--- config.mk ---
export PLATFORM = sky130hd
export DESIGN_NAME = grq_raw_irq
export DESIGN_NICKNAME = d
export VERILOG_FILES = /design/src/grq_pkg.sv /design/src/grq_raw_irq.sv /design/src/grq_pin_edge.sv /design/src/grq_axil_slave.sv
export SDC_FILE = /design/constraint.sdc
export NUM_CORES = 1
export LEC_CHECK = 0
export BUFFER_PORTS_ARGS = -buffer_cell sky130_fd_sc_hd__buf_2
export CAP_MARGIN = 20
export CORE_MARGIN = 2
export CORE_UTILIZATION = 30
export CTS_BUF_LIST = sky130_fd_sc_hd__clkbuf_2
export DETAILED_ROUTE_END_ITERATION = 7
export PLACE_DENSITY_LB_ADDON = 0.25
export REMOVE_ABC_BUFFERS = 1
export SLEW_MARGIN = 20
export SYNTH_ARGS = -nofsm -noshare
export SYNTH_HDL_FRONTEND = slang
export SYNTH_SLANG_ARGS = --single-unit
--- constraint.sdc ---
create_clock -name mclk -period 1.67 [get_ports mclk]
set_input_delay 0.167 -clock mclk [delete_from_list [all_inputs] [get_ports mclk]]
set_output_delay 0.167 -clock mclk [all_outputs]
set_load 0.005 [all_outputs]
--- src/grq_pkg.sv ---
// constants and state types for the raw pin interrupt status block
// Functional notes
// per pin, top bit of its group is a sticky rising-edge flag, write one clears
// per pin, second-highest bit is a sticky falling-edge flag, write one clears
// per pin, second-lowest bit shows the live high level, read only
// per pin, lowest bit shows the live low level, read only
// raw word at 0x0F4 holds pins 8 to 15, four bits each, pin 8 lowest
// raw word at 0x0F8 holds pins 16 to 23, pin 16 lowest
// raw word at 0x0FC holds pins 24 to 29, pin 29 rise flag at bit 23
// bits 31:24 of the last raw word read zero and ignore writes
// enable word for the first core at 0x100, read-write, resets to zero
// enable word covers pins 0 to 7, same four-bit order, pin 0 rise at bit 3
// first core interrupt is high while any raw bit and its enable are both set
package grq_pkg;
	localparam int GRQ_AW = 12;
	localparam int GRQ_DW = 32;
	localparam int GRQ_NPIN = 22;
	localparam int GRQ_PINS_PER_WORD = 8;
	localparam int GRQ_GRP_W = 4;
	localparam int GRQ_RAW_W = 88;
	localparam int GRQ_BIT_RISE = 3;
	localparam int GRQ_BIT_FALL = 2;
	localparam int GRQ_BIT_LVL_HI = 1;
	localparam int GRQ_BIT_LVL_LO = 0;
	localparam int GRQ_RSVD_LO = 24;
	localparam logic [11:0] GRQ_OFF_RAW1 = 12'h0F4;
	localparam logic [11:0] GRQ_OFF_RAW2 = 12'h0F8;
	localparam logic [11:0] GRQ_OFF_RAW3 = 12'h0FC;
	localparam logic [11:0] GRQ_OFF_ENA0 = 12'h100;
	localparam logic [11:0] GRQ_OFF_EVT_STAT = 12'h120;
	localparam logic [11:0] GRQ_OFF_EVT_MASK = 12'h124;
	localparam logic [31:0] GRQ_RST_WORD = 32'h0;
	localparam int GRQ_NEVT = 4;
	localparam logic [3:0] GRQ_RST_EVT = 4'h0;
	localparam int GRQ_EVT_W1 = 0;
	localparam int GRQ_EVT_W2 = 1;
	localparam int GRQ_EVT_W3 = 2;
	localparam int GRQ_EVT_CORE = 3;
	localparam logic [1:0] GRQ_RESP_OKAY = 2'h0;
	localparam logic [1:0] GRQ_RESP_SLVERR = 2'h2;

	typedef struct packed {
		logic aw_full;
		logic [11:0] awaddr;
		logic w_full;
		logic [31:0] wdata;
		logic [3:0] wstrb;
		logic bvalid;
		logic [1:0] bresp;
		logic rvalid;
		logic [31:0] rdata;
		logic [1:0] rresp;
	} grq_axil_st_t;

	typedef struct packed {
		logic [21:0] lvl;
		logic [21:0] prev;
	} grq_edge_st_t;

	typedef struct packed {
		logic [21:0] rise;
		logic [21:0] fall;
		logic [31:0] enable;
		logic [3:0] evt;
		logic [3:0] mask;
		logic core_irq;
	} grq_main_st_t;
endpackage : grq_pkg

--- src/grq_raw_irq.sv ---
// raw pin interrupt status for pins 8 to 29 and first core enables for pins 0 to 7
//
// The AXI4-Lite register port was left to the implementer.
module grq_raw_irq (
	input wire logic mclk,
	input wire logic rstn,
	input wire logic [29:8] pin_level,
	input wire logic [31:0] low_bank_raw,
	input wire logic [11:0] s_axi_awaddr,
	input wire logic s_axi_awvalid,
	output logic s_axi_awready,
	input wire logic [31:0] s_axi_wdata,
	input wire logic [3:0] s_axi_wstrb,
	input wire logic s_axi_wvalid,
	output logic s_axi_wready,
	output logic [1:0] s_axi_bresp,
	output logic s_axi_bvalid,
	input wire logic s_axi_bready,
	input wire logic [11:0] s_axi_araddr,
	input wire logic s_axi_arvalid,
	output logic s_axi_arready,
	output logic [31:0] s_axi_rdata,
	output logic [1:0] s_axi_rresp,
	output logic s_axi_rvalid,
	input wire logic s_axi_rready,
	output logic first_core_irq,
	output logic irq_out
);
	grq_pkg::grq_main_st_t st_r;
	grq_pkg::grq_main_st_t st_nxt;
	logic wr_fire;
	logic [11:0] wr_addr;
	logic [31:0] wr_data;
	logic [3:0] wr_strb;
	logic wr_ok;
	logic rd_fire;
	logic [11:0] rd_addr;
	logic [31:0] rd_data;
	logic rd_ok;
	logic [21:0] pin_lvl;
	logic [21:0] edge_rise;
	logic [21:0] edge_fall;
	logic [21:0] clr_rise;
	logic [21:0] clr_fall;
	logic [87:0] raw;
	logic [31:0] raw1;
	logic [31:0] raw2;
	logic [31:0] raw3;
	logic [21:0] any_edge;
	logic [3:0] evt_set;
	logic evt_rd_clr;

	grq_axil_slave u_bus (
		.mclk(mclk),
		.rstn(rstn),
		.s_axi_awaddr(s_axi_awaddr),
		.s_axi_awvalid(s_axi_awvalid),
		.s_axi_awready(s_axi_awready),
		.s_axi_wdata(s_axi_wdata),
		.s_axi_wstrb(s_axi_wstrb),
		.s_axi_wvalid(s_axi_wvalid),
		.s_axi_wready(s_axi_wready),
		.s_axi_bresp(s_axi_bresp),
		.s_axi_bvalid(s_axi_bvalid),
		.s_axi_bready(s_axi_bready),
		.s_axi_araddr(s_axi_araddr),
		.s_axi_arvalid(s_axi_arvalid),
		.s_axi_arready(s_axi_arready),
		.s_axi_rdata(s_axi_rdata),
		.s_axi_rresp(s_axi_rresp),
		.s_axi_rvalid(s_axi_rvalid),
		.s_axi_rready(s_axi_rready),
		.wr_fire(wr_fire),
		.wr_addr(wr_addr),
		.wr_data(wr_data),
		.wr_strb(wr_strb),
		.wr_ok(wr_ok),
		.rd_fire(rd_fire),
		.rd_addr(rd_addr),
		.rd_data(rd_data),
		.rd_ok(rd_ok)
	);

	grq_pin_edge u_edge (
		.mclk(mclk),
		.rstn(rstn),
		.pin_in(pin_level),
		.level(pin_lvl),
		.rise(edge_rise),
		.fall(edge_fall)
	);

	for (genvar i = 0; i < grq_pkg::GRQ_NPIN; i++) begin : g_pin
		localparam int WI = i / grq_pkg::GRQ_PINS_PER_WORD;
		localparam int BASE = (i % grq_pkg::GRQ_PINS_PER_WORD) * grq_pkg::GRQ_GRP_W;
		localparam int LANE = (BASE + grq_pkg::GRQ_BIT_RISE) / 8;
		localparam logic [11:0] OFF = (WI == 0) ? grq_pkg::GRQ_OFF_RAW1 :
			(WI == 1) ? grq_pkg::GRQ_OFF_RAW2 : grq_pkg::GRQ_OFF_RAW3;
		logic sel;
		assign sel = wr_fire && (wr_addr == OFF) && wr_strb[LANE];
		assign clr_rise[i] = sel && wr_data[BASE + grq_pkg::GRQ_BIT_RISE];
		assign clr_fall[i] = sel && wr_data[BASE + grq_pkg::GRQ_BIT_FALL];
		assign raw[4 * i + grq_pkg::GRQ_BIT_RISE] = st_r.rise[i];
		assign raw[4 * i + grq_pkg::GRQ_BIT_FALL] = st_r.fall[i];
		assign raw[4 * i + grq_pkg::GRQ_BIT_LVL_HI] = pin_lvl[i];
		assign raw[4 * i + grq_pkg::GRQ_BIT_LVL_LO] = ~pin_lvl[i];
	end

	assign raw1 = raw[31:0];
	assign raw2 = raw[63:32];
	assign raw3 = {8'h00, raw[87:64]}; // see
	assign any_edge = edge_rise | edge_fall;
	assign evt_rd_clr = rd_fire && (rd_addr == grq_pkg::GRQ_OFF_EVT_STAT);

	always_comb begin
		wr_ok = 1'b1;
		case (wr_addr)
			grq_pkg::GRQ_OFF_RAW1, grq_pkg::GRQ_OFF_RAW2, grq_pkg::GRQ_OFF_RAW3: wr_ok = 1'b1;
			grq_pkg::GRQ_OFF_ENA0, grq_pkg::GRQ_OFF_EVT_STAT, grq_pkg::GRQ_OFF_EVT_MASK: wr_ok = 1'b1;
			default: wr_ok = 1'b0;
		endcase
	end

	always_comb begin
		rd_ok = 1'b1;
		rd_data = grq_pkg::GRQ_RST_WORD;
		case (rd_addr)
			grq_pkg::GRQ_OFF_RAW1: rd_data = raw1;
			grq_pkg::GRQ_OFF_RAW2: rd_data = raw2;
			grq_pkg::GRQ_OFF_RAW3: rd_data = raw3;
			grq_pkg::GRQ_OFF_ENA0: rd_data = st_r.enable;
			grq_pkg::GRQ_OFF_EVT_STAT: rd_data = {28'h0000000, st_r.evt};
			grq_pkg::GRQ_OFF_EVT_MASK: rd_data = {28'h0000000, st_r.mask};
			default: rd_ok = 1'b0;
		endcase
	end

	always_comb begin
		st_nxt = st_r;
		// set wins over a clear in the same cycle so no edge is lost
		st_nxt.rise = (st_r.rise & ~clr_rise) | edge_rise;
		st_nxt.fall = (st_r.fall & ~clr_fall) | edge_fall;
		if (wr_fire && (wr_addr == grq_pkg::GRQ_OFF_ENA0)) begin
			for (int b = 0; b < 4; b++) begin
				if (wr_strb[b]) begin
					st_nxt.enable[8 * b +: 8] = wr_data[8 * b +: 8]; // see
				end
			end
		end
		if (wr_fire && (wr_addr == grq_pkg::GRQ_OFF_EVT_MASK) && wr_strb[0]) begin
			st_nxt.mask = wr_data[3:0];
		end
		st_nxt.core_irq = |(low_bank_raw & st_r.enable);
		evt_set = '0;
		evt_set[grq_pkg::GRQ_EVT_W1] = |any_edge[7:0];
		evt_set[grq_pkg::GRQ_EVT_W2] = |any_edge[15:8];
		evt_set[grq_pkg::GRQ_EVT_W3] = |any_edge[21:16];
		evt_set[grq_pkg::GRQ_EVT_CORE] = st_nxt.core_irq && !st_r.core_irq;
		// a read clears only what it returned; a new event still lands
		st_nxt.evt = (evt_rd_clr ? grq_pkg::GRQ_RST_EVT : st_r.evt) | evt_set;
	end

	always_ff @(posedge mclk) begin
		if (!rstn) begin
			st_r <= '0;
		end else begin
			st_r <= st_nxt;
		end
	end

	assign first_core_irq = st_r.core_irq;
	assign irq_out = |(st_r.evt & st_r.mask);
endmodule : grq_raw_irq

--- src/grq_pin_edge.sv ---
// pin level sampling and one-cycle edge pulses
module grq_pin_edge (
	input wire logic mclk,
	input wire logic rstn,
	input wire logic [21:0] pin_in,
	output logic [21:0] level,
	output logic [21:0] rise,
	output logic [21:0] fall
);
	grq_pkg::grq_edge_st_t st_r;
	grq_pkg::grq_edge_st_t st_nxt;

	always_comb begin
		st_nxt = st_r;
		st_nxt.prev = st_r.lvl;
		st_nxt.lvl = pin_in;
	end

	always_ff @(posedge mclk) begin
		if (!rstn) begin
			st_r <= '0;
		end else begin
			st_r <= st_nxt;
		end
	end

	// a pin high at reset release shows one rise: prev starts low
	assign level = st_r.lvl;
	assign rise = st_r.lvl & ~st_r.prev;
	assign fall = ~st_r.lvl & st_r.prev;
endmodule : grq_pin_edge

--- src/grq_axil_slave.sv ---
// axi4-lite slave front end, one write and one read at a time
module grq_axil_slave (
	input wire logic mclk,
	input wire logic rstn,
	input wire logic [11:0] s_axi_awaddr,
	input wire logic s_axi_awvalid,
	output logic s_axi_awready,
	input wire logic [31:0] s_axi_wdata,
	input wire logic [3:0] s_axi_wstrb,
	input wire logic s_axi_wvalid,
	output logic s_axi_wready,
	output logic [1:0] s_axi_bresp,
	output logic s_axi_bvalid,
	input wire logic s_axi_bready,
	input wire logic [11:0] s_axi_araddr,
	input wire logic s_axi_arvalid,
	output logic s_axi_arready,
	output logic [31:0] s_axi_rdata,
	output logic [1:0] s_axi_rresp,
	output logic s_axi_rvalid,
	input wire logic s_axi_rready,
	output logic wr_fire,
	output logic [11:0] wr_addr,
	output logic [31:0] wr_data,
	output logic [3:0] wr_strb,
	input wire logic wr_ok,
	output logic rd_fire,
	output logic [11:0] rd_addr,
	input wire logic [31:0] rd_data,
	input wire logic rd_ok
);
	grq_pkg::grq_axil_st_t st_r;
	grq_pkg::grq_axil_st_t st_nxt;

	// no new address or data while a response waits, so one write at a time
	assign s_axi_awready = !st_r.aw_full && !st_r.bvalid;
	assign s_axi_wready = !st_r.w_full && !st_r.bvalid;
	assign s_axi_arready = !st_r.rvalid;
	assign wr_fire = st_r.aw_full && st_r.w_full && !st_r.bvalid;
	assign wr_addr = st_r.awaddr;
	assign wr_data = st_r.wdata;
	assign wr_strb = st_r.wstrb;
	assign rd_fire = s_axi_arvalid && !st_r.rvalid;
	assign rd_addr = s_axi_araddr;
	assign s_axi_bvalid = st_r.bvalid;
	assign s_axi_bresp = st_r.bresp;
	assign s_axi_rvalid = st_r.rvalid;
	assign s_axi_rdata = st_r.rdata;
	assign s_axi_rresp = st_r.rresp;

	always_comb begin
		st_nxt = st_r;
		if (s_axi_awvalid && s_axi_awready) begin
			st_nxt.aw_full = 1'b1;
			st_nxt.awaddr = s_axi_awaddr;
		end
		if (s_axi_wvalid && s_axi_wready) begin
			st_nxt.w_full = 1'b1;
			st_nxt.wdata = s_axi_wdata;
			st_nxt.wstrb = s_axi_wstrb;
		end
		if (wr_fire) begin
			st_nxt.aw_full = 1'b0;
			st_nxt.w_full = 1'b0;
			st_nxt.bvalid = 1'b1;
			st_nxt.bresp = wr_ok ? grq_pkg::GRQ_RESP_OKAY : grq_pkg::GRQ_RESP_SLVERR;
		end else if (st_r.bvalid && s_axi_bready) begin
			st_nxt.bvalid = 1'b0;
		end
		if (rd_fire) begin
			st_nxt.rvalid = 1'b1;
			st_nxt.rdata = rd_ok ? rd_data : grq_pkg::GRQ_RST_WORD;
			st_nxt.rresp = rd_ok ? grq_pkg::GRQ_RESP_OKAY : grq_pkg::GRQ_RESP_SLVERR;
		end else if (st_r.rvalid && s_axi_rready) begin
			st_nxt.rvalid = 1'b0;
		end
	end

	always_ff @(posedge mclk) begin
		if (!rstn) begin
			st_r <= '0;
		end else begin
			st_r <= st_nxt;
		end
	end
endmodule : grq_axil_slave

==> results.toml <==
[outcome]
status = "finished, violations left"
violations = "setup timing"

[critical_path]
cp.required_ns = 2.46
crit_chain = "or4b_4 -> buf_4 -> nor4_4 -> buf_6 -> clkbuf_16 -> nand4_1 -> a21oi_1"
start_kind = "flip-flop"
cp_slowest_cell = "or4b_4"
cp-end-kind = "flip-flop"
crit_path_max_fanout = 5
worst-path-buf-inv = 3
cp_top_family = "simple AND/OR/NAND/NOR gates"
crit_type = "reg -> reg"
slowest_delay_ns = 0.53
worstPathArrival_ns = 2.73

[sta]
final_max_slew_viol_count = 0
rsz0062_at_grt = "yes"
finalSetupViolCount = 82
slew_headroom = 0.589
post-route-period-util = 1.17
tightest_slew_ns = 0.616
period_minus_slack_ns = 1.95
fin_tns_setup_ns = -12.67
skew_ns = 0.0616
fin_ws_ns = -0.276
hold_viol_final = 0
max_clock_freq_mhz = 514

[yosys]
ys.flop_type = "dfxtp_1"
ys_top_cells_by_area = "dfxtp_1 (43%), nand2_1 (6.0%), a21oi_1 (5.9%), ha_1 (5.5%), o21ai_0 (4.7%)"
synthTopCellsByCount = "dfxtp_1 (215), nand2_1 (159), a21oi_1 (118)"
synthArstFlopShare = 0
ys_seq_area_frac = 0.430
synthCells = 1177
synth_cell_types = 60
yosys_warnings = 0
yosys_register_bits = 215
netlist_area_mm2 = 0.0100
avgSynthCellArea_um2 = 8.51
netlist.area_leader.share = 0.430
synth_edf_count = 0
synth_top_cell_by_area = "dfxtp_1"
synth_most_common_cell = "dfxtp_1"

[detailed_routing]
drt-total-wl_um = 38000
drt_iter0_markers = 671
ant_nets = 0
drt_drc_violations_left = 0
wl_per_cell_um = 18.9
vias = 10200
vias_per_cell = 5.07
dr.pass1.iters = 5

[clock_network]
clock_sinks = 215
cts-root-buf = "clkbuf_2"
cts_buffer_depth = 3
numCtsBuffers = 58
htree_levels = 2
clkLatencyLatePin_ns = 0.85
cts_tree = "yes"
path_clk_slew_ns = 0.10

[global_route]
grt_max_degree = 116
grt_usage = 0.207
grt_pass1_vias = 10200
globalRouteOverflowTotal = 0
antenna_found_initial = 1
grt_pass1_wl_um = 57000

[power_and_ir_drop]
power_mw = 10.8
cellPowerDensity_mw_per_mm2 = 767
p_leak_nw = 5.64
ir_drop_uv = 410

[floorplan]
die_w_um = 187
core-area_mm2 = 0.0327
start_util = 0.306
io_pins = 164
die_y_um = 187
die_area_mm2 = 0.0349
num_rows = 66

[layout]
area_growth_pct = 40.1
drive_gt1_frac = 0.300
stdcell_count = 2015
fin_util = 0.429
fillCellCount = 3386
num-nets-final = 1696

[placement]
dp.cells = 1760
hpwl_um = 25400
gp_congestion = 0.843
post-place-ws_ns = -0.245
numPortBuffers = 161

[hold_path]
hp-class = "in -> reg"

[flow_run]
drv_cap = 0
[registers in the layout (all words and copies together) (netlist names)]
name                cells
u_bus.wr_strb           4
u_edge.st_r            22
u_bus.s_axi_rresp       1
u_bus.s_axi_rdata      32
u_bus.wr_data          32
u_edge.level           22
first_core_irq          1
st_r                   40
u_bus.s_axi_rvalid      1
u_bus.s_axi_bvalid      1
raw                    44
u_bus.s_axi_bresp       1
u_bus.st_r              2
u_bus.wr_addr          12
[per-layer routing]
layer | wire (um) | share of wire | up-vias | track usage
met4 | 1070 | 0.028 | 0 | 0.0763
met2 | 17400 | 0.46 | 410 | 0.334
met3 | 2700 | 0.071 | 71 | 0.0463
li1 | - | - | 4909 | -
met5 | 0 | 0 | - | 0
met1 | 16800 | 0.44 | 4822 | 0.271
[worst reg2reg max path, delay by kind of cell, from the launching register on]
kind                   cells  cell delay (ns)
AO/OA/AOI/OAI              1             0.16
buffers and inverters      3             0.53
flip-flops                 1             0.33
AND/OR/NAND/NOR            3             0.85
[layout by cell type (no fill, tap or decap), types with 17 or more instances in the layout]
| master | n |
|---|---|
| dlygate4sd3_1 | 136 |
| buf_4 | 78 |
| nand2_1 | 157 |
| a22oi_1 | 29 |
| a32oi_1 | 22 |
| a21oi_2 | 17 |
| o21ai_1 | 22 |
| a21oi_1 | 101 |
| buf_12 | 17 |
| a31oi_1 | 19 |
| o21ai_0 | 72 |
| nor2_1 | 61 |
| clkbuf_2 | 91 |
| buf_2 | 160 |
| dfxtp_1 | 200 |
| and2_1 | 25 |
| inv_1 | 64 |
| nand4_1 | 40 |
| ha_1 | 44 |
| a221oi_2 | 18 |
[power breakdown]
group	total [mW]	switching (mW)	leakage, nW	internal [mW]
clock	3.65	2.24	0.396	1.42
combinational	1.58	0.822	3.47	0.762
sequential	5.53	0.183	1.77	5.34
[final timing paths]
check	start	to	slack, ns	cells after the start
max	u_bus.wr_addr[4]	st_r[21]	-0.28	7
min	s_axi_araddr[4]	u_bus.s_axi_rdata[3]	0.06	6
max reg2reg	u_bus.wr_addr[4]	st_r[21]	-0.28	7
min reg2reg	u_bus.wr_data[1]	st_r[2]	0.44	2
[per-stage QoR]
step	hold slack, ns	cell area (um^2)
after floorplan	0.266	9430
after global placement	0.359	11700
after detailed placement	0.361	11700
after CTS	-0.0167	13800
after global routing	0.00591	14000
final	0.0595	14000
[area by class of cell]
cell class	count	area, um^2	area share
timing repair buffer	405	3320	0.236
inverter	66	250	0.0178
antenna	1	2.50	0.000178
multi-input combinational	785	5090	0.363
sequential	215	4330	0.308
tap	442	553	0.0394
clock buffer	91	455	0.0325
clock inverter	10	37.5	0.00268
[timing repair]
action / 4_1_cts / 5_1_grt
hold buffers: 136 / 1
cloned: 1 / 5
setup endpoints to repair: 85 / 89
pin swaps: 17 / 15
gates resized for setup: 68 / 38
buffers inserted: 6 / 6
endpoints found under the hold margin: 160 / 1
[kinds of logic (layout without fill, tap and decap cells)]
kind of cell	after synthesis	count (layout)	share of synthesized area
simple gates	386	386	0.199
compound gates	337	337	0.215
flops	215	215	0.430
buf+inv	178	572	0.0838
fa+ha+maj	44	44	0.0550
mux	16	16	0.0176
other cells	1	3	0.000374
No activity file was read; power rests on OpenSTA's default activity.
